File: src/core/rmid_pkg.sv
// Shared constants for the RAM map and identification register bank
package rmid_pkg;
  // Register indices; byte address is four times the index
  localparam logic [5:0] IDX_PART_IDENT_HIGH = 6'h1a;
  localparam logic [5:0] IDX_PART_IDENT_LOW = 6'h1b;
  localparam logic [5:0] IDX_MEMORY_SIZE_FIRST = 6'h1c;
  localparam logic [5:0] IDX_MEMORY_SIZE_SECOND = 6'h1d;
  localparam logic [5:0] IDX_RAM_POSITION_INIT = 6'h20;
  localparam logic [5:0] IDX_MAP_STATUS = 6'h21;
  localparam int ADDR_IDX_LSB = 2;
  // Fields of ram_position_init
  localparam int POS_SEG_HI = 7;
  localparam int POS_SEG_LO = 6;
  localparam int POS_BIT_THIRTEEN = 5;
  localparam int POS_BIT_TWELVE = 4;
  localparam int POS_BIT_ELEVEN = 3;
  localparam int POS_HIGH_ALIGN = 0;
  localparam logic [7:0] RAM_POSITION_INIT_RESET = 8'h00;
  // Window geometry inside a 16K segment
  localparam logic [13:0] WINDOW_LOW_END = 14'h3000;
  localparam logic [13:0] WINDOW_HIGH_START = 14'h1000;
  localparam logic [14:0] SEGMENT_BYTES = 15'h4000;
  // RAM sizes of the derivatives
  localparam logic [14:0] RAM_12K = 15'h3000;
  localparam logic [14:0] RAM_6K = 15'h1800;
  localparam logic [14:0] RAM_4K = 15'h1000;
  localparam logic [14:0] RAM_2K = 15'h0800;
  // Memory size values
  localparam logic [7:0] MEMSIZE_FIRST_LARGE = 8'h15;
  localparam logic [7:0] MEMSIZE_SECOND_LARGE = 8'h81;
  localparam logic [7:0] MEMSIZE_FIRST_SMALL = 8'h01;
  localparam logic [7:0] MEMSIZE_SECOND_SMALL = 8'h80;
  localparam logic [1:0] RESP_OKAY = 2'h0;
  localparam logic [1:0] RESP_SLVERR = 2'h2;
endpackage

File: src/core/rmid_regs.sv
// RAM window decode and identification registers behind AXI4-Lite
`timescale 1ns/1ps

module rmid_regs
  import rmid_pkg::*;
#(
  parameter logic [14:0] RAM_BYTES = RAM_12K,
  parameter bit ROM_SMALL = 1'b0,
  // Arbitrary identification values, not tied to any part
  parameter logic [3:0] ID_MAJOR_FAMILY = 4'h7,
  parameter logic [3:0] ID_MINOR_FAMILY = 4'h2,
  parameter logic [3:0] ID_MAJOR_MASK = 4'h0,
  parameter logic [3:0] ID_MINOR_MASK = 4'h1
)
(
  input wire logic clk_sys_in,
  input wire logic reset_in,
  input wire logic s_axi_awvalid_in,
  output logic s_axi_awready_out,
  input wire logic [7:0] s_axi_awaddr_in,
  input wire logic s_axi_wvalid_in,
  output logic s_axi_wready_out,
  input wire logic [31:0] s_axi_wdata_in,
  input wire logic [3:0] s_axi_wstrb_in,
  output logic s_axi_bvalid_out,
  input wire logic s_axi_bready_in,
  output logic [1:0] s_axi_bresp_out,
  input wire logic s_axi_arvalid_in,
  output logic s_axi_arready_out,
  input wire logic [7:0] s_axi_araddr_in,
  output logic s_axi_rvalid_out,
  input wire logic s_axi_rready_in,
  output logic [31:0] s_axi_rdata_out,
  output logic [1:0] s_axi_rresp_out,
  input wire logic [15:0] cpu_addr_in,
  output logic ram_hit_out,
  output logic reserved_hit_out,
  output logic nonvolatile_ok_out
);

  localparam logic [15:0] PART_ID = {ID_MAJOR_FAMILY, ID_MINOR_FAMILY,
    ID_MAJOR_MASK, ID_MINOR_MASK};
  localparam logic [7:0] MEMSIZE_FIRST =
    ROM_SMALL ? MEMSIZE_FIRST_SMALL : MEMSIZE_FIRST_LARGE;
  localparam logic [7:0] MEMSIZE_SECOND =
    ROM_SMALL ? MEMSIZE_SECOND_SMALL : MEMSIZE_SECOND_LARGE;
  localparam logic [13:0] RAM_LOW_END = RAM_BYTES[13:0];
  localparam logic [13:0] RAM_HIGH_START =
    14'(SEGMENT_BYTES - RAM_BYTES);

  // Position bits that must mirror the align bit on this derivative
  function automatic logic [7:0] unused_mask(input logic [14:0] size);
    logic [7:0] m;
    m = 8'h00;
    if (size <= RAM_6K)
      m[POS_BIT_THIRTEEN] = 1'b1;
    if (size <= RAM_4K)
      m[POS_BIT_TWELVE] = 1'b1;
    if (size <= RAM_2K)
      m[POS_BIT_ELEVEN] = 1'b1;
    return m;
  endfunction

  function automatic logic [31:0] read_value(input logic [5:0] idx,
                                             input logic [7:0] pos,
                                             input logic ok);
    logic [31:0] v;
    v = 32'h0000_0000;
    unique case (idx)
      IDX_PART_IDENT_HIGH: v[7:0] = PART_ID[15:8];
      IDX_PART_IDENT_LOW: v[7:0] = PART_ID[7:0];
      IDX_MEMORY_SIZE_FIRST: v[7:0] = MEMSIZE_FIRST;
      IDX_MEMORY_SIZE_SECOND: v[7:0] = MEMSIZE_SECOND;
      IDX_RAM_POSITION_INIT: v[7:0] = pos;
      IDX_MAP_STATUS: v[0] = ok;
      default: v = 32'h0000_0000;
    endcase
    return v;
  endfunction

  function automatic logic is_mapped(input logic [5:0] idx);
    return idx == IDX_PART_IDENT_HIGH || idx == IDX_PART_IDENT_LOW ||
      idx == IDX_MEMORY_SIZE_FIRST || idx == IDX_MEMORY_SIZE_SECOND ||
      idx == IDX_RAM_POSITION_INIT || idx == IDX_MAP_STATUS;
  endfunction

  logic aw_held;
  logic [5:0] aw_idx;
  logic w_held;
  logic [7:0] w_byte;
  logic w_lane0;
  logic bvalid;
  logic [1:0] bresp;
  logic rvalid;
  logic [31:0] rdata;
  logic [1:0] rresp;
  logic [7:0] ram_position_init;
  logic ram_hit;
  logic reserved_hit;
  logic next_aw_held;
  logic [5:0] next_aw_idx;
  logic next_w_held;
  logic [7:0] next_w_byte;
  logic next_w_lane0;
  logic next_bvalid;
  logic [1:0] next_bresp;
  logic next_rvalid;
  logic [31:0] next_rdata;
  logic [1:0] next_rresp;
  logic [7:0] next_ram_position_init;
  logic next_ram_hit;
  logic next_reserved_hit;
  logic wr_go;
  logic rd_go;
  logic align_ok;
  logic in_seg;
  logic high_align;
  logic [13:0] seg_off;

  assign s_axi_awready_out = !aw_held && !bvalid;
  assign s_axi_wready_out = !w_held && !bvalid;
  assign s_axi_arready_out = !rvalid;
  assign s_axi_bvalid_out = bvalid;
  assign s_axi_bresp_out = bresp;
  assign s_axi_rvalid_out = rvalid;
  assign s_axi_rdata_out = rdata;
  assign s_axi_rresp_out = rresp;
  assign ram_hit_out = ram_hit;
  assign reserved_hit_out = reserved_hit;
  assign nonvolatile_ok_out = !ram_hit && !reserved_hit;

  assign wr_go = aw_held && w_held && !bvalid;
  assign rd_go = s_axi_arvalid_in && !rvalid;
  // Only reported; software owns keeping these bits in step
  assign align_ok = ((ram_position_init ^
    {8{ram_position_init[POS_HIGH_ALIGN]}}) &
    unused_mask(RAM_BYTES)) == 8'h00;
  assign in_seg =
    cpu_addr_in[15:14] == ram_position_init[POS_SEG_HI:POS_SEG_LO];
  assign high_align = ram_position_init[POS_HIGH_ALIGN];
  assign seg_off = cpu_addr_in[13:0];

  // Bus channels and the writable position register
  always_comb
  begin
    next_aw_held = aw_held;
    next_aw_idx = aw_idx;
    next_w_held = w_held;
    next_w_byte = w_byte;
    next_w_lane0 = w_lane0;
    next_bvalid = bvalid;
    next_bresp = bresp;
    next_rvalid = rvalid;
    next_rdata = rdata;
    next_rresp = rresp;
    next_ram_position_init = ram_position_init;
    if (s_axi_awvalid_in && s_axi_awready_out)
    begin
      next_aw_held = 1'b1;
      next_aw_idx = s_axi_awaddr_in[ADDR_IDX_LSB +: 6];
    end
    if (s_axi_wvalid_in && s_axi_wready_out)
    begin
      next_w_held = 1'b1;
      next_w_byte = s_axi_wdata_in[7:0];
      next_w_lane0 = s_axi_wstrb_in[0];
    end
    if (wr_go)
    begin
      next_aw_held = 1'b0;
      next_w_held = 1'b0;
      next_bvalid = 1'b1;
      next_bresp = is_mapped(aw_idx) ? RESP_OKAY : RESP_SLVERR;
      // Identification and size registers take no write
      if (aw_idx == IDX_RAM_POSITION_INIT && w_lane0)
        next_ram_position_init = w_byte;
    end
    if (bvalid && s_axi_bready_in)
      next_bvalid = 1'b0;
    if (rvalid && s_axi_rready_in)
      next_rvalid = 1'b0;
    if (rd_go)
    begin
      next_rvalid = 1'b1;
      next_rdata = read_value(s_axi_araddr_in[ADDR_IDX_LSB +: 6],
        ram_position_init, align_ok);
      next_rresp = is_mapped(s_axi_araddr_in[ADDR_IDX_LSB +: 6]) ?
        RESP_OKAY : RESP_SLVERR;
    end
  end

  always_ff @(posedge clk_sys_in or posedge reset_in)
  begin
    if (reset_in)
    begin
      aw_held <= 1'b0;
      aw_idx <= 6'h00;
      w_held <= 1'b0;
      w_byte <= 8'h00;
      w_lane0 <= 1'b0;
      bvalid <= 1'b0;
      bresp <= 2'h0;
      rvalid <= 1'b0;
      rdata <= 32'h0000_0000;
      rresp <= 2'h0;
      ram_position_init <= RAM_POSITION_INIT_RESET;
    end
    else
    begin
      aw_held <= next_aw_held;
      aw_idx <= next_aw_idx;
      w_held <= next_w_held;
      w_byte <= next_w_byte;
      w_lane0 <= next_w_lane0;
      bvalid <= next_bvalid;
      bresp <= next_bresp;
      rvalid <= next_rvalid;
      rdata <= next_rdata;
      rresp <= next_rresp;
      ram_position_init <= next_ram_position_init;
    end
  end

  // Window decode; the RAM size picks the split of the 12K window
  always_comb
  begin
    next_ram_hit = 1'b0;
    next_reserved_hit = 1'b0;
    if (in_seg && !high_align)
    begin
      next_ram_hit = seg_off < RAM_LOW_END;
      next_reserved_hit = seg_off >= RAM_LOW_END &&
        seg_off < WINDOW_LOW_END;
    end
    else if (in_seg)
    begin
      next_ram_hit = seg_off >= RAM_HIGH_START;
      next_reserved_hit = seg_off >= WINDOW_HIGH_START &&
        seg_off < RAM_HIGH_START;
    end
  end

  // Registered so the RAM and reserved select outputs come from flip-flops; nonvolatile_ok_out is gated from them
  always_ff @(posedge clk_sys_in or posedge reset_in)
  begin
    if (reset_in)
    begin
      ram_hit <= 1'b0;
      reserved_hit <= 1'b0;
    end
    else
    begin
      ram_hit <= next_ram_hit;
      reserved_hit <= next_reserved_hit;
    end
  end
endmodule

File: config.mk
export PLATFORM = sky130hd
export DESIGN_NAME = rmid_regs
export DESIGN_NICKNAME = d
export VERILOG_FILES = /design/src/core/rmid_pkg.sv /design/src/core/rmid_regs.sv
export SDC_FILE = /design/constraint.sdc
export NUM_CORES = 1
export LEC_CHECK = 0
export ABC_CLOCK_PERIOD_IN_PS = 1900
export BUFFER_PORTS_ARGS = -buffer_cell sky130_fd_sc_hd__clkbuf_2
export CAP_MARGIN = 0
export CORE_ASPECT_RATIO = 1.1
export CORE_UTILIZATION = 38
export CTS_BUF_LIST = sky130_fd_sc_hd__clkbuf_4 sky130_fd_sc_hd__clkbuf_8 sky130_fd_sc_hd__clkbuf_16
export CTS_CLUSTER_DIAMETER = 120
export CTS_CLUSTER_SIZE = 16
export DETAILED_ROUTE_END_ITERATION = 8
export GPL_TIMING_DRIVEN = 0
export PLACE_DENSITY = 0.78
export SLEW_MARGIN = 20
export SYNTH_ARGS = -nofsm -noshare
export SYNTH_HDL_FRONTEND = slang
export SYNTH_SLANG_ARGS = --single-unit
File: constraint.sdc
create_clock -name clk_sys_in -period 1.9 [get_ports clk_sys_in]
set_clock_uncertainty 0.05 [all_clocks]
set_input_delay 0.38 -clock clk_sys_in [delete_from_list [all_inputs] [get_ports clk_sys_in]]
set_output_delay 0.38 -clock clk_sys_in [all_outputs]
set_load 0.05 [all_outputs]
======== After elaboration in Yosys (flattened, before gate mapping) ========
Cells that the tools add are included.
cells by class
  magnitude comparators ................... 4
  equality and inequality tests ........... 13
  mux-type cells .......................... 16
  reductions and logical operators ........ 37
operator list
  kind                    number
  $eq A6 B5 Y1 const B    8
  $pmux W7 S4             1
  $eq A6 B6 Y1 const B    4
  $ge A14 B13 Y1 const B  1
  $ge A14 B14 Y1 const B  1
  $logic_and A1 B1 Y1     14
  $lt A14 B13 Y1 const B  1
  $lt A14 B14 Y1 const B  1
  $mux W1                 12
  $logic_or A1 B1 Y1      10
  $reduce_bool A2 Y1      4
  $logic_not A1 Y1        7
  $mux W2                 2
  $reduce_or A4 Y1        1
  $eq A2 B2 Y1            1
  $pmux W1 S2             1
  $reduce_and A2 Y1       1
storage, ports and cells
  bits in registers ....................... 41
  output and inout port bits .............. 44
  word-level logic and storage cells ...... 83

======== Longest topological paths before layout ========
Gate-level depths: netlist of the first run.
  word-level depth ........................ 7
  depth in mapped cells ................... 4

======== Worst setup path after synthesis of the first run ========
Ideal clock, no wire load.
  path type ............................... flip-flop to flip-flop
  start ................................... reg bvalid (netlist: s_axi_bvalid_out)
  end ..................................... reg w_byte[0]
  arrival time ............................ 2.243 ns
  setup slack ............................. -0.518 ns
  cell stages (with the launch flop) ...... 5
  path buffers ............................ 1
  path through ............................ dfrtp_1 > nor2_1 > and2_1 > clkbuf_1 > mux2_2
between the ends
  cells in the longest elaborated chain, start to end .. 3
RTL lines
  item                      RTL line          text
  start: declaration        rmid_regs.sv:92   logic bvalid;
  start signal: assignment  rmid_regs.sv:215  bvalid <= next_bvalid;
  $logic_not A1 Y1          rmid_regs.sv:121  assign s_axi_wready_out = !w_held && !bvalid;
  $logic_and A1 B1 Y1       rmid_regs.sv:121
  via s_axi_wready_out      rmid_regs.sv:22   output logic s_axi_wready_out,
  $logic_and A1 B1 Y1       rmid_regs.sv:162  if (s_axi_wvalid_in && s_axi_wready_out)
  end signal: assignment    rmid_regs.sv:213  w_byte <= next_w_byte;
  end: declaration          rmid_regs.sv:90   logic [7:0] w_byte;
The timed path passes the listed nets, and every way through them passes these cells.
A chain may end at the register's enable or synchronous reset.

======== Worst setup path in the final report of the first run ========
  start ................................... reg aw_idx[2]
  end ..................................... reg ram_position_init[3]
between the ends
  cells in the longest elaborated chain, start to end .. 3
RTL lines
  item                         RTL line          text
  start: declaration           rmid_regs.sv:88   logic [5:0] aw_idx;
  start signal: assignment     rmid_regs.sv:211  aw_idx <= next_aw_idx;
  $eq A6 B6 Y1                 rmid_regs.sv:175  if (aw_idx == IDX_RAM_POSITION_INIT && w_lane0)
  $logic_and A1 B1 Y1          rmid_regs.sv:175
  $reduce_and A2 Y1 (no line)  -
  end signal: assignment       rmid_regs.sv:220  ram_position_init <= next_ram_position_init;
  end: declaration             rmid_regs.sv:97   logic [7:0] ram_position_init;
Every way passes these cells.

==> impl_metrics.sql, run 1 <==
INSERT INTO impl_metrics (metric_group, metric, value, unit) VALUES
('timing', 'worst_slack', '0.121', 'ns'),
('critical_path', 'critPathArrivalTime', '1.91', 'ns'),
('clocking', 'clock-root-buffer', 'sky130_fd_sc_hd__clkbuf_8', ''),
('clocking', 'tritoncts', 'built', ''),
('synth', 'syn_area_per_cell', '11.4', 'sq um'),
('run', 'max_cap_violations', '0', ''),
('timing', 'slew_viols_final', '0', ''),
('placement', 'dpl.cell_count', '296', ''),
('critical_path', 'reg2reg_to', 'ram_position_init[3]', ''),
('detailed_routing', 'totalWireLength', '3.45', 'mm'),
('detailed_routing', 'drt_drc_violations_left', '0', ''),
('finish', 'post_route_cells_drive_above_1_share', '0.466', ''),
('power', 'power.ir.vdd_worst', '566', 'uV'),
('finish', 'num_antenna_cells', '0', ''),
('power', 'power_density', '1350', 'nW/um^2'),
('clocking', 'cts-buffers-inserted', '5', ''),
('global_route', 'number_of_global_route_vias_before_repair', '1200', ''),
('timing', 'relSlewSlack', '0.478', ''),
('placement', 'preCtsSetupSlack', '-0.0419', 'ns'),
('timing', 'layout_min_cycle_time', '1.78', 'ns'),
('floorplan', 'dieWidth', '69.0', 'microns'),
('placement', 'globalplace.congestion', '0.793', ''),
('detailed_routing', 'drt-initial-drc-count', '24', ''),
('timing', 'report.final.setup_viol', '0', ''),
('floorplan', 'fp.dieH', '75.7', 'microns'),
('placement', 'io_buffer_count', '49', ''),
('critical_path', 'ff2ff_setup_slack', '0.12', 'ns'),
('synth', 'netlist_area', '1870', 'sq um'),
('clocking', 'htree_depth', '2', ''),
('timing', 'final.period_utilization', '0.936', ''),
('finish', 'post_layout_nonfiller_instances', '307', ''),
('finish', 'area_growth_syn_to_layout', '32.0', '%'),
('timing', 'timing.setup.tns', '0', 'ns'),
('global_route', 'globalRouteTotalUtil', '0.153', ''),
('clocking', 'cts.reportedPaths.clkPinSlew', '0.07', 'ns'),
('detailed_routing', 'dr.pass1.iters', '4', ''),
('detailed_routing', 'drt.antenna.violating_nets', '0', ''),
('outcome', 'run_status', 'complete, no violations', ''),
('finish', 'fillerInstances', '423', ''),
('clocking', 'clkSinkCount', '39', ''),
('hold_path', 'hold_path_class', 'in2async', ''),
('critical_path', 'critical_path_sink_type', 'flop', ''),
('synth', 'sequential_fraction_of_the_synthesis_area', '0.521', ''),
('timing', 'finalHoldViolations', '0', ''),
('synth', 'synth_warnings', '0', ''),
('detailed_routing', 'via_count', '1369', ''),
('critical_path', 'peak_fanout_along_the_critical_path', '8', ''),
('global_route', 'grt_pass1_wl', '5.62', 'mm'),
('detailed_routing', 'routed_wire_length_per_instance', '11.2', 'microns'),
('timing', 'fmax', '562', 'MHz'),
('clocking', 'clock_path_buffers', '2', ''),
('floorplan', 'fp.dieArea', '5220', 'sq um'),
('power', 'power.static_leakage', '0.00127', 'uW'),
('synth', 'ys_seq_elements', '39', ''),
('global_route', 'gr_ovfl_total', '0', ''),
('synth', 'netlist-cell-type-count', '30', ''),
('critical_path', 'depth_of_the_worst_register_to_register_path', '4', ''),
('clocking', 'insertion_delay', '0.29', 'ns'),
('floorplan', 'core-area', '4680', 'sq um'),
('finish', 'utilization', '0.528', ''),
('detailed_routing', 'vias_per_cell', '4.46', ''),
('critical_path', 'regToRegStartpoint', 'aw_idx[2]', ''),
('floorplan', 'initial_core_util', '0.400', ''),
('timing', 'grt_setup_unrepaired', 'false', ''),
('floorplan', 'rows', '26', ''),
('placement', 'dp_hpwl', '2.76', 'mm'),
('critical_path', 'start_kind', 'flop', ''),
('finish', 'layout.nets', '325', ''),
('global_route', 'antenna_violations_before_repair', '0', ''),
('global_route', 'grt_start_max_net_pins', '22', ''),
('critical_path', 'criticalPathCategory', 'reg2reg', ''),
('synth', 'syn-instance-count', '164', ''),
('timing', 'worst_pin_slew', '0.781', 'ns'),
('critical_path', 'cp_data_required_time', '2.03', 'ns'),
('floorplan', 'design.portCount', '119', '');
-- worst max path at each step --
stage / startpoint / depth (start not counted) / end
final: aw_idx[2] / 4 / ram_position_init[3]
after global routing: aw_idx[2] / 4 / ram_position_init[4]
after CTS: aw_idx[2] / 4 / ram_position_init[0]
after detailed placement: aw_idx[1] / 3 / ram_position_init[3]
after global placement: aw_idx[1] / 3 / ram_position_init[0]
after floorplan: s_axi_bvalid_out / 4 / w_byte[0]
-- power by group --
group | switching (uW) | total [uW] | internal [uW]
combinational | 773 | 1270 | 499
sequential | 228 | 1360 | 1130
clock | 285 | 710 | 425
total | 1290 | 3340 | 2060
-- final cells by class --
type / instances / area, sq um / area share
Multi-Input combinational cell: 118 / 790 / 0.319
Tap cell: 56 / 70.1 / 0.0283
Buffer: 30 / 210 / 0.0849
Clock buffer: 6 / 82.6 / 0.0334
Timing Repair Buffer: 53 / 299 / 0.121
Clock inverter: 2 / 35.0 / 0.0142
Inverter: 3 / 11.3 / 0.00455
Sequential cell: 39 / 977 / 0.395
-- flip-flops by register name, summed over array words and instances, names as in the netlist, 6 cells and up --
name               count
s_axi_rdata_out        8
aw_idx                 6
ram_position_init      8
w_byte                 8
-- cells in the mapped netlist --
cell / count / share of area
sky130_fd_sc_hd__dfrtp_1: 39 / 0.52
sky130_fd_sc_hd__buf_4: 26 / 0.10
sky130_fd_sc_hd__mux2_2: 23 / 0.14
sky130_fd_sc_hd__nor2_1: 14 / 0.028
sky130_fd_sc_hd__a31oi_1: 8 / 0.027
sky130_fd_sc_hd__nand2_1: 8 / 0.016
sky130_fd_sc_hd__nand3_1: 8 / 0.021
sky130_fd_sc_hd__clkbuf_1: 4 / 0.0080
sky130_fd_sc_hd__o21ai_0: 4 / 0.011
sky130_fd_sc_hd__inv_1: 3 / 0.0060
sky130_fd_sc_hd__nor2b_1: 3 / 0.010
sky130_fd_sc_hd__a21o_1: 2 / 0.0080
sky130_fd_sc_hd__and2_1: 2 / 0.0067
sky130_fd_sc_hd__nand2b_1: 2 / 0.0067
sky130_fd_sc_hd__nand3b_1: 2 / 0.0080
sky130_fd_sc_hd__xor2_1: 2 / 0.0093
sky130_fd_sc_hd__a2111oi_0: 1 / 0.0047
sky130_fd_sc_hd__a21oi_1: 1 / 0.0027
sky130_fd_sc_hd__a221oi_1: 1 / 0.0047
sky130_fd_sc_hd__a32o_1: 1 / 0.0053
sky130_fd_sc_hd__and3b_1: 1 / 0.0047
sky130_fd_sc_hd__and4b_1: 1 / 0.0053
sky130_fd_sc_hd__conb_1: 1 / 0.0020
sky130_fd_sc_hd__nor3_1: 1 / 0.0027
sky130_fd_sc_hd__nor3b_1: 1 / 0.0040
sky130_fd_sc_hd__nor4_4: 1 / 0.011
sky130_fd_sc_hd__nor4b_2: 1 / 0.0080
sky130_fd_sc_hd__o31ai_1: 1 / 0.0040
sky130_fd_sc_hd__or4b_4: 1 / 0.0073
sky130_fd_sc_hd__xnor2_1: 1 / 0.0047
-- repair_timing --
item                       in CTS  in global routing
pin swaps                       2                  1
hold buffers                    0                  0
buffers inserted                2                  1
gates resized for setup         1                  0
setup endpoints to repair       8                  8
-- worst max-delay path: stages (launching register included) --
cell and delay (ns):
sky130_fd_sc_hd__dfrtp_1 0.40, sky130_fd_sc_hd__or4b_4 0.54, sky130_fd_sc_hd__nor4_4 0.17, sky130_fd_sc_hd__buf_6 0.17, sky130_fd_sc_hd__mux2_2 0.33
-- logic make-up after synthesis --
group	after synthesis	share of synthesized area
compound gates	19	0.0668
simple gates	46	0.140
buf+inv	33	0.118
other cells	1	0.00200
mux	23	0.138
flops	39	0.521
xor+xnor	3	0.0140
-- metrics by stage --
stage / cell area [sq um] / hold slack, ns / total power, uW
floorplan: 1990 / 0.422 / 2350
global placement: 2300 / 0.425 / 2570
detailed placement: 2330 / 0.340 / 2630
CTS: 2470 / 0.0206 / 3360
global route: 2470 / 0.0361 / 3550
finish: 2470 / 0.0135 / 3340
-- metal layers --
layer  global-route usage  share of wire  up-vias  routed length (microns)
met3               0.0389          0.072        6                      247
met2                0.247           0.50       52                     1720
met5                    0              0        -                        0
met4               0.0884          0.025        0                       85
met1                0.183           0.40      623                     1400
li1                     -              -      688                        -
-- layout by cell type (no fill, tap or decap), types with 2 or more instances in the layout --
cell type,synthesis,final
sky130_fd_sc_hd__a21o_1,2,2
sky130_fd_sc_hd__a31oi_1,8,8
sky130_fd_sc_hd__and2_1,2,2
sky130_fd_sc_hd__buf_4,26,28
sky130_fd_sc_hd__clkbuf_1,4,4
sky130_fd_sc_hd__clkbuf_2,0,49
sky130_fd_sc_hd__clkbuf_8,0,6
sky130_fd_sc_hd__conb_1,1,27
sky130_fd_sc_hd__dfrtp_1,39,38
sky130_fd_sc_hd__inv_1,3,2
sky130_fd_sc_hd__mux2_2,23,23
sky130_fd_sc_hd__nand2_1,8,8
sky130_fd_sc_hd__nand2b_1,2,2
sky130_fd_sc_hd__nand3_1,8,8
sky130_fd_sc_hd__nand3b_1,2,2
sky130_fd_sc_hd__nor2_1,14,12
sky130_fd_sc_hd__nor2_4,0,2
sky130_fd_sc_hd__nor2b_1,3,3
sky130_fd_sc_hd__o21ai_0,4,4
sky130_fd_sc_hd__xor2_1,2,2
Power figures use the tool's default switching activity.
==> run 2, diff against run 1 <==
Settings changed: ABC_AREA set to 1, CORE_UTILIZATION 38 to 39, CTS_CLUSTER_DIAMETER 120 to 150, PLACE_DENSITY 0.78 to 0.79.
==> run 2 against run 1 <==
Against the previous run:
- clock-buffer cell count is the same
- first-iteration DRC count grew to 4.5 times the previous value
- routed wire length grew 4.6%
- total power shrank 7.1%
- sequential share of layout area shrank 0.43 points
- critical endpoint is now s_axi_awready_out
- highest routed layer unchanged
==> impl_metrics.sql, run 2 <==
INSERT INTO impl_metrics (metric_group, metric, value, unit) VALUES
('power', 'power_density', '1240', 'nW/um^2'),
('detailed_routing', 'routed_wire_length_per_instance', '10.2', 'microns'),
('global_route', 'globalRouteTotalUtil', '0.152', ''),
('synth', 'post-synth-top-area-fraction', '0.504', ''),
('detailed_routing', 'vias_per_cell', '4.41', ''),
('placement', 'placed_area', '2370', 'sq um'),
('synth', 'synth_top_flop_cell', 'sky130_fd_sc_hd__dfrtp_1', ''),
('timing', 'timing.setup.tns', '0', 'ns'),
('synth', 'sequential_fraction_of_the_synthesis_area', '0.504', ''),
('detailed_routing', 'totalWireLength', '3.61', 'mm'),
('timing', 'grt_setup_unrepaired', 'false', ''),
('finish', 'layout.cells.most_common', 'sky130_fd_sc_hd__nand2_1', ''),
('floorplan', 'core-area', '4720', 'sq um'),
('placement', 'globalplace.congestion', '0.782', ''),
('synth', 'synthTopCellsByCount', '53 x sky130_fd_sc_hd__nand2_1, 39 x sky130_fd_sc_hd__dfrtp_1, 27 x sky130_fd_sc_hd__buf_4', ''),
('outcome', 'run_status', 'complete, no violations', ''),
('floorplan', 'initial_core_util', '0.410', ''),
('detailed_routing', 'dr.pass1.iters', '4', ''),
('timing', 'final.period_utilization', '0.851', ''),
('clocking', 'clkSinkCount', '39', ''),
('finish', 'area_growth_syn_to_layout', '29.1', '%'),
('critical_path', 'critical_path_sink_type', 'output port', ''),
('floorplan', 'fp.dieH', '75.9', 'microns'),
('synth', 'synth_warnings', '0', ''),
('finish', 'layout.nets', '373', ''),
('timing', 'whs', '0.217', 'ns'),
('floorplan', 'design.portCount', '119', ''),
('critical_path', 'cp_data_required_time', '1.47', 'ns'),
('finish', 'post_route_cells_drive_above_1_share', '0.358', ''),
('floorplan', 'rows', '26', ''),
('finish', 'commonest_non_fill_non_tap_cells_in_the_layout', '53 x sky130_fd_sc_hd__nand2_1, 49 x sky130_fd_sc_hd__clkbuf_2, 39 x sky130_fd_sc_hd__dfrtp_1, 27 x sky130_fd_sc_hd__buf_4, 27 x sky130_fd_sc_hd__conb_1', ''),
('hold_path', 'hold_path_class', 'in2reg', ''),
('clocking', 'cts_repair_resize_count', '0', ''),
('placement', 'dpl.cell_count', '346', ''),
('finish', 'post_layout_nonfiller_instances', '355', ''),
('synth', 'synthTopCellsByArea', 'sky130_fd_sc_hd__dfrtp_1 50%, sky130_fd_sc_hd__buf_4 10%, sky130_fd_sc_hd__nand2_1 10%, sky130_fd_sc_hd__mux2_2 7.0%, sky130_fd_sc_hd__nand3_1 4.9%', ''),
('synth', 'netlist_area', '1940', 'sq um'),
('timing', 'fmax', '618', 'MHz'),
('run', 'max_cap_violations', '0', ''),
('critical_path', 'peak_fanout_along_the_critical_path', '4', ''),
('critical_path', 'start_kind', 'flop', ''),
('global_route', 'antenna_violations_before_repair', '0', ''),
('critical_path', 'family_with_the_most_delay_on_the_worst_path', 'flip-flops', ''),
('synth', 'synth-edff-count', '0', ''),
('clocking', 'clock_path_buffers', '2', ''),
('detailed_routing', 'via_count', '1566', ''),
('placement', 'dp_hpwl', '2.86', 'mm'),
('synth', 'synthArstFlopShare', '1.00', ''),
('power', 'power.static_leakage', '0.00145', 'uW'),
('global_route', 'grt_start_max_net_pins', '31', ''),
('finish', 'fin_area', '2500', 'sq um'),
('timing', 'slew_viols_final', '0', ''),
('global_route', 'number_of_global_route_vias_before_repair', '1436', ''),
('finish', 'fillerInstances', '457', ''),
('synth', 'ys_seq_elements', '39', ''),
('global_route', 'gr_ovfl_total', '0', ''),
('clocking', 'tritoncts', 'built', ''),
('clocking', 'htree_depth', '2', ''),
('detailed_routing', 'drt_drc_violations_left', '0', ''),
('placement', 'io_buffer_count', '49', ''),
('synth', 'syn_area_per_cell', '9.04', 'sq um'),
('synth', 'netlist-cell-type-count', '23', ''),
('critical_path', 'critPathArrivalTime', '1.19', 'ns'),
('clocking', 'insertion_delay', '0.30', 'ns'),
('clocking', 'cts.reportedPaths.clkPinSlew', '0.07', 'ns'),
('floorplan', 'fp.dieArea', '5250', 'sq um'),
('timing', 'report.final.setup_viol', '0', ''),
('timing', 'layout_min_cycle_time', '1.62', 'ns'),
('timing', 'finalHoldViolations', '0', ''),
('critical_path', 'timing.critical_path.buf_inv', '1', ''),
('critical_path', 'cell_with_the_largest_stage_delay_on_the_worst_path', 'sky130_fd_sc_hd__dfrtp_1', ''),
('critical_path', 'critical_path.cell_chain', 'nor2_2 > clkbuf_2', ''),
('floorplan', 'dieWidth', '69.2', 'microns'),
('detailed_routing', 'drt.antenna.violating_nets', '0', ''),
('clocking', 'cts-buffers-inserted', '5', ''),
('finish', 'utilization', '0.530', ''),
('synth', 'synth.most_common_cell', 'sky130_fd_sc_hd__nand2_1', ''),
('synth', 'syn-instance-count', '214', ''),
('critical_path', 'slowest_delay', '0.44', 'ns'),
('global_route', 'grt_pass1_wl', '6.13', 'mm'),
('synth', 'synth_top_cell_by_area', 'sky130_fd_sc_hd__dfrtp_1', ''),
('detailed_routing', 'drt-initial-drc-count', '109', ''),
('power', 'power.ir.vdd_worst', '865', 'uV'),
('finish', 'num_antenna_cells', '0', ''),
('critical_path', 'criticalPathCategory', 'reg2out', ''),
('clocking', 'clock-root-buffer', 'sky130_fd_sc_hd__clkbuf_8', '');
run 2: cell count changes after synthesis, sizes merged, moves of 2 or more:
cell,previous run,this run
clkbuf,4,0
a31oi,8,0
nand4,0,3
inv,3,17
nor2,14,21
nand3,8,20
a21oi,1,6
and2,2,0
nand2,8,56
nor2b,3,0
nand2b,2,0
a21o,2,0
mux2,23,12
run 2: per-layer routing:
metal	wire length [microns]	up-vias	share of wire	GRT usage
met1	1390	692	0.38	0.157
met3	324	7	0.090	0.0542
li1	-	798	-	-
met4	73	0	0.020	0.0748
met2	1820	69	0.51	0.279
met5	0	-	0	0
run 2: timing repair:
item                                   4_1_cts  5_1_grt
endpoints found under the hold margin        9        0
buffers inserted                             0        0
hold buffers                                 1        0
run 2: final timing paths:
check / from / to / slack, ns / cells after the start
max in group asynchronous: reset_in / ram_position_init[1] / 0.89 / 4
hold / removal: s_axi_bready_in / s_axi_bvalid_out / 0.22 / 2
setup reg to reg: s_axi_bvalid_out / ram_position_init[1] / 0.49 / 6
min in group asynchronous: reset_in / s_axi_rdata_out[4] / 0.48 / 3
hold reg to reg: ram_position_init[5] / ram_position_init[5] / 0.43 / 2
setup / recovery: s_axi_bvalid_out / s_axi_awready_out / 0.28 / 2
run 2: cells by family (layout without fill, tap and decap cells):
family          Yosys count  after routing  share of synthesized area
simple gates            104            104                      0.247
buf+inv                  45            104                      0.140
flops                    39             39                      0.504
mux                      12             12                     0.0698
compound gates           11             11                     0.0284
xor+xnor                  2              2                    0.00905
other cells               1             27                    0.00194
run 2: area by class of cell:
cell class | instances | area, sq um | share of cell area
inverters | 18 | 67.6 | 0.0270
clock inverters | 2 | 35.0 | 0.0140
plain buffers | 27 | 203 | 0.0811
flip-flops and latches | 39 | 976 | 0.391
multi-input cells | 156 | 790 | 0.316
well taps | 56 | 70.1 | 0.0280
repair buffers | 51 | 275 | 0.110
clock buffers | 6 | 82.6 | 0.0330
run 2: through the flow:
stage / worst slack, ns / total power, uW
2_1_floorplan: -0.000662 / 2180
3_3_place_gp: 0.0725 / 2380
3_5_place_dp: 0.507 / 2430
4_1_cts: 0.269 / 3150
5_1_grt: 0.206 / 3320
6_report: 0.283 / 3110
run 2: where the power goes:
group	switching, uW	internal (uW)
clock network	283	425
registers	188	1100
logic	734	383
==> run 3, diff against run 2 <==
Settings changed: ABC_CLOCK_PERIOD_IN_PS 1900 to 1800, CORE_UTILIZATION 39 to 43, PLACE_DENSITY 0.79 to 0.82.
Clock period 1.9 ns to 1.8 ns, I/O delays scaled along.
==> run 3 against run 2 <==
Against the previous run:
- critical path depth stayed put
- global-route usage is 0.54 points higher
- routed wire length is 5.3% lower
- total power is 0.72% higher
- sequential power is 6% higher
- clock power is 18% lower
- via count is 0.96% lower
- critical endpoint unchanged
==> impl_metrics.sql, run 3 (synthesized netlist as in run 2, its figures left out) <==
INSERT INTO impl_metrics (metric_group, metric, value, unit) VALUES
('floorplan', 'core-area', '4320', 'sq um'),
('clocking', 'clock-root-buffer', 'sky130_fd_sc_hd__clkbuf_8', ''),
('global_route', 'globalRouteMet1Util', '0.184', ''),
('global_route', 'globalRouteTotalUtil', '0.157', ''),
('critical_path', 'reg2reg_to', 'ram_position_init[1]', ''),
('detailed_routing', 'drt_drc_violations_left', '0', ''),
('finish', 'post_layout_nonfiller_instances', '353', ''),
('clocking', 'clkSinkCount', '39', ''),
('floorplan', 'dieWidth', '66.0', 'microns'),
('critical_path', 'crit_start', 's_axi_bvalid_out', ''),
('critical_path', 'start_kind', 'flop', ''),
('clocking', 'htree_depth', '2', ''),
('clocking', 'clock_path_buffers', '2', ''),
('timing', 'layout_min_cycle_time', '1.59', 'ns'),
('timing', 'grt_setup_unrepaired', 'false', ''),
('critical_path', 'peak_fanout_along_the_critical_path', '4', ''),
('critical_path', 'criticalPathCategory', 'reg2out', ''),
('detailed_routing', 'dr.pass1.iters', '4', ''),
('timing', 'slew_viols_final', '0', ''),
('critical_path', 'critical_path_sink_type', 'output port', ''),
('detailed_routing', 'drt-initial-drc-count', '54', ''),
('finish', 'area_growth_syn_to_layout', '28.0', '%'),
('hold_path', 'hold_path_class', 'in2reg', ''),
('critical_path', 'critPathArrivalTime', '1.18', 'ns'),
('critical_path', 'ff2ff_setup_slack', '0.36', 'ns'),
('power', 'power.ir.vdd_worst', '732', 'uV'),
('detailed_routing', 'via_count', '1551', ''),
('global_route', 'antenna_violations_before_repair', '0', ''),
('clocking', 'tritoncts', 'built', ''),
('finish', 'layout.cells.most_common', 'sky130_fd_sc_hd__nand2_1', ''),
('critical_path', 'cell_with_the_largest_stage_delay_on_the_worst_path', 'sky130_fd_sc_hd__dfrtp_1', ''),
('run', 'max_cap_violations', '0', ''),
('critical_path', 'crit_path_to', 's_axi_awready_out', ''),
('power', 'power.static_leakage', '0.00143', 'uW'),
('global_route', 'grt.busiest_layer', 'met2', ''),
('critical_path', 'critical_path.cell_chain', 'nor2_4 > clkbuf_2', ''),
('placement', 'dpl.cell_count', '344', ''),
('power', 'power_density', '1260', 'nW/um^2'),
('critical_path', 'depth_of_the_worst_register_to_register_path', '6', ''),
('placement', 'placed_area', '2380', 'sq um'),
('finish', 'num_antenna_cells', '0', ''),
('outcome', 'run_status', 'complete, no violations', ''),
('critical_path', 'slowest_delay', '0.47', 'ns'),
('timing', 'timing.setup.tns', '0', 'ns'),
('floorplan', 'design.portCount', '119', ''),
('critical_path', 'path_depth', '2', ''),
('finish', 'commonest_non_fill_non_tap_cells_in_the_layout', '53 x sky130_fd_sc_hd__nand2_1, 49 x sky130_fd_sc_hd__clkbuf_2, 39 x sky130_fd_sc_hd__dfrtp_1, 27 x sky130_fd_sc_hd__buf_4, 27 x sky130_fd_sc_hd__conb_1', ''),
('floorplan', 'fp.dieH', '72.4', 'microns'),
('floorplan', 'rows', '25', ''),
('critical_path', 'timing.critical_path.buf_inv', '1', ''),
('finish', 'fillerInstances', '403', ''),
('global_route', 'grt_pass1_wl', '5.75', 'mm'),
('clocking', 'insertion_delay', '0.29', 'ns'),
('clocking', 'cts.reportedPaths.clkPinSlew', '0.08', 'ns'),
('floorplan', 'fp.dieArea', '4770', 'sq um'),
('timing', 'finalHoldViolations', '0', ''),
('global_route', 'grtUsageMet2', '0.270', ''),
('global_route', 'gr_ovfl_total', '0', ''),
('floorplan', 'initial_core_util', '0.448', ''),
('detailed_routing', 'drt.antenna.violating_nets', '0', ''),
('detailed_routing', 'totalWireLength', '3.41', 'mm'),
('finish', 'layout.nets', '373', ''),
('placement', 'globalplace.congestion', '0.781', ''),
('timing', 'final.period_utilization', '0.884', ''),
('clocking', 'cts-buffers-inserted', '5', ''),
('critical_path', 'family_with_the_most_delay_on_the_worst_path', 'flip-flops', ''),
('finish', 'fin_area', '2480', 'sq um'),
('detailed_routing', 'routed_wire_length_per_instance', '9.67', 'microns'),
('finish', 'post_route_cells_drive_above_1_share', '0.358', ''),
('timing', 'fmax', '628', 'MHz'),
('critical_path', 'regToRegStartpoint', 's_axi_bvalid_out', ''),
('placement', 'dp_hpwl', '2.71', 'mm'),
('hold_path', 'worstHoldPathCells', '2', ''),
('timing', 'report.final.setup_viol', '0', ''),
('clocking', 'cts.repair_timing.setup_buffer_count', '0', ''),
('global_route', 'gr-usage-met3', '0.0409', ''),
('placement', 'io_buffer_count', '49', ''),
('global_route', 'number_of_global_route_vias_before_repair', '1390', ''),
('global_route', 'grt_start_max_net_pins', '29', ''),
('detailed_routing', 'vias_per_cell', '4.39', ''),
('critical_path', 'cp_data_required_time', '1.39', 'ns');
-- run 3: changes by cell type in the layout (fill, tap and decap cells not counted) --
| cell | previous run | this run |
|---|---|---|
| sky130_fd_sc_hd__clkinvlp_4 | 0 | 2 |
| sky130_fd_sc_hd__bufinv_16 | 1 | 0 |
| sky130_fd_sc_hd__nor2_4 | 1 | 3 |
| sky130_fd_sc_hd__clkbuf_8 | 6 | 5 |
| sky130_fd_sc_hd__nor2_2 | 2 | 0 |
-- run 3: timing repair --
item / CTS / global route
gates resized for setup: 0 / 0
endpoints found under the hold margin: 11 / 0
hold buffers: 1 / 0
-- run 3: how the worst min path moves through the flow --
stage / to / start
final: s_axi_rvalid_out / s_axi_rready_in
after floorplan: ram_position_init[1] / ram_position_init[1]
after detailed placement: ram_hit_out / reset_in
after global routing: s_axi_rvalid_out / s_axi_rready_in
after global placement: ram_position_init[5] / ram_position_init[5]
after CTS: s_axi_rvalid_out / s_axi_rready_in
-- run 3: report_power, final --
part           switching, uW  internal (uW)
Clock                    311            269
Combinational            774            413
Sequential               206           1160
-- run 3: layer usage --
metal  part of all wire  up-vias
met5                  0        -
met4              0.010        0
met3              0.074        4
met2               0.49       58
met1               0.43      692
li1                   -      797
-- run 3: area by class of cell --
class / instances / area, sq um / area share
multi-input cells: 156 / 800 / 0.323
plain buffers: 27 / 203 / 0.0818
inverters: 18 / 67.6 / 0.0273
clock inverters: 3 / 20.0 / 0.00808
well taps: 54 / 67.6 / 0.0273
repair buffers: 51 / 275 / 0.111
clock buffers: 5 / 68.8 / 0.0278
flip-flops and latches: 39 / 976 / 0.394
-- run 3: metrics by stage --
| stage | setup slack (ns) | hold slack (ns) | power, uW | util |
|---|---|---|---|---|
| after floorplan | 0.0158 | 0.392 | 2320 | - |
| after global placement | 0.0113 | 0.405 | 2530 | 0.546 |
| after detailed placement | 0.361 | 0.257 | 2580 | 0.551 |
| after CTS | 0.194 | 0.195 | 3160 | 0.574 |
| after global routing | 0.170 | 0.227 | 3320 | 0.574 |
| final | 0.209 | 0.200 | 3130 | 0.574 |
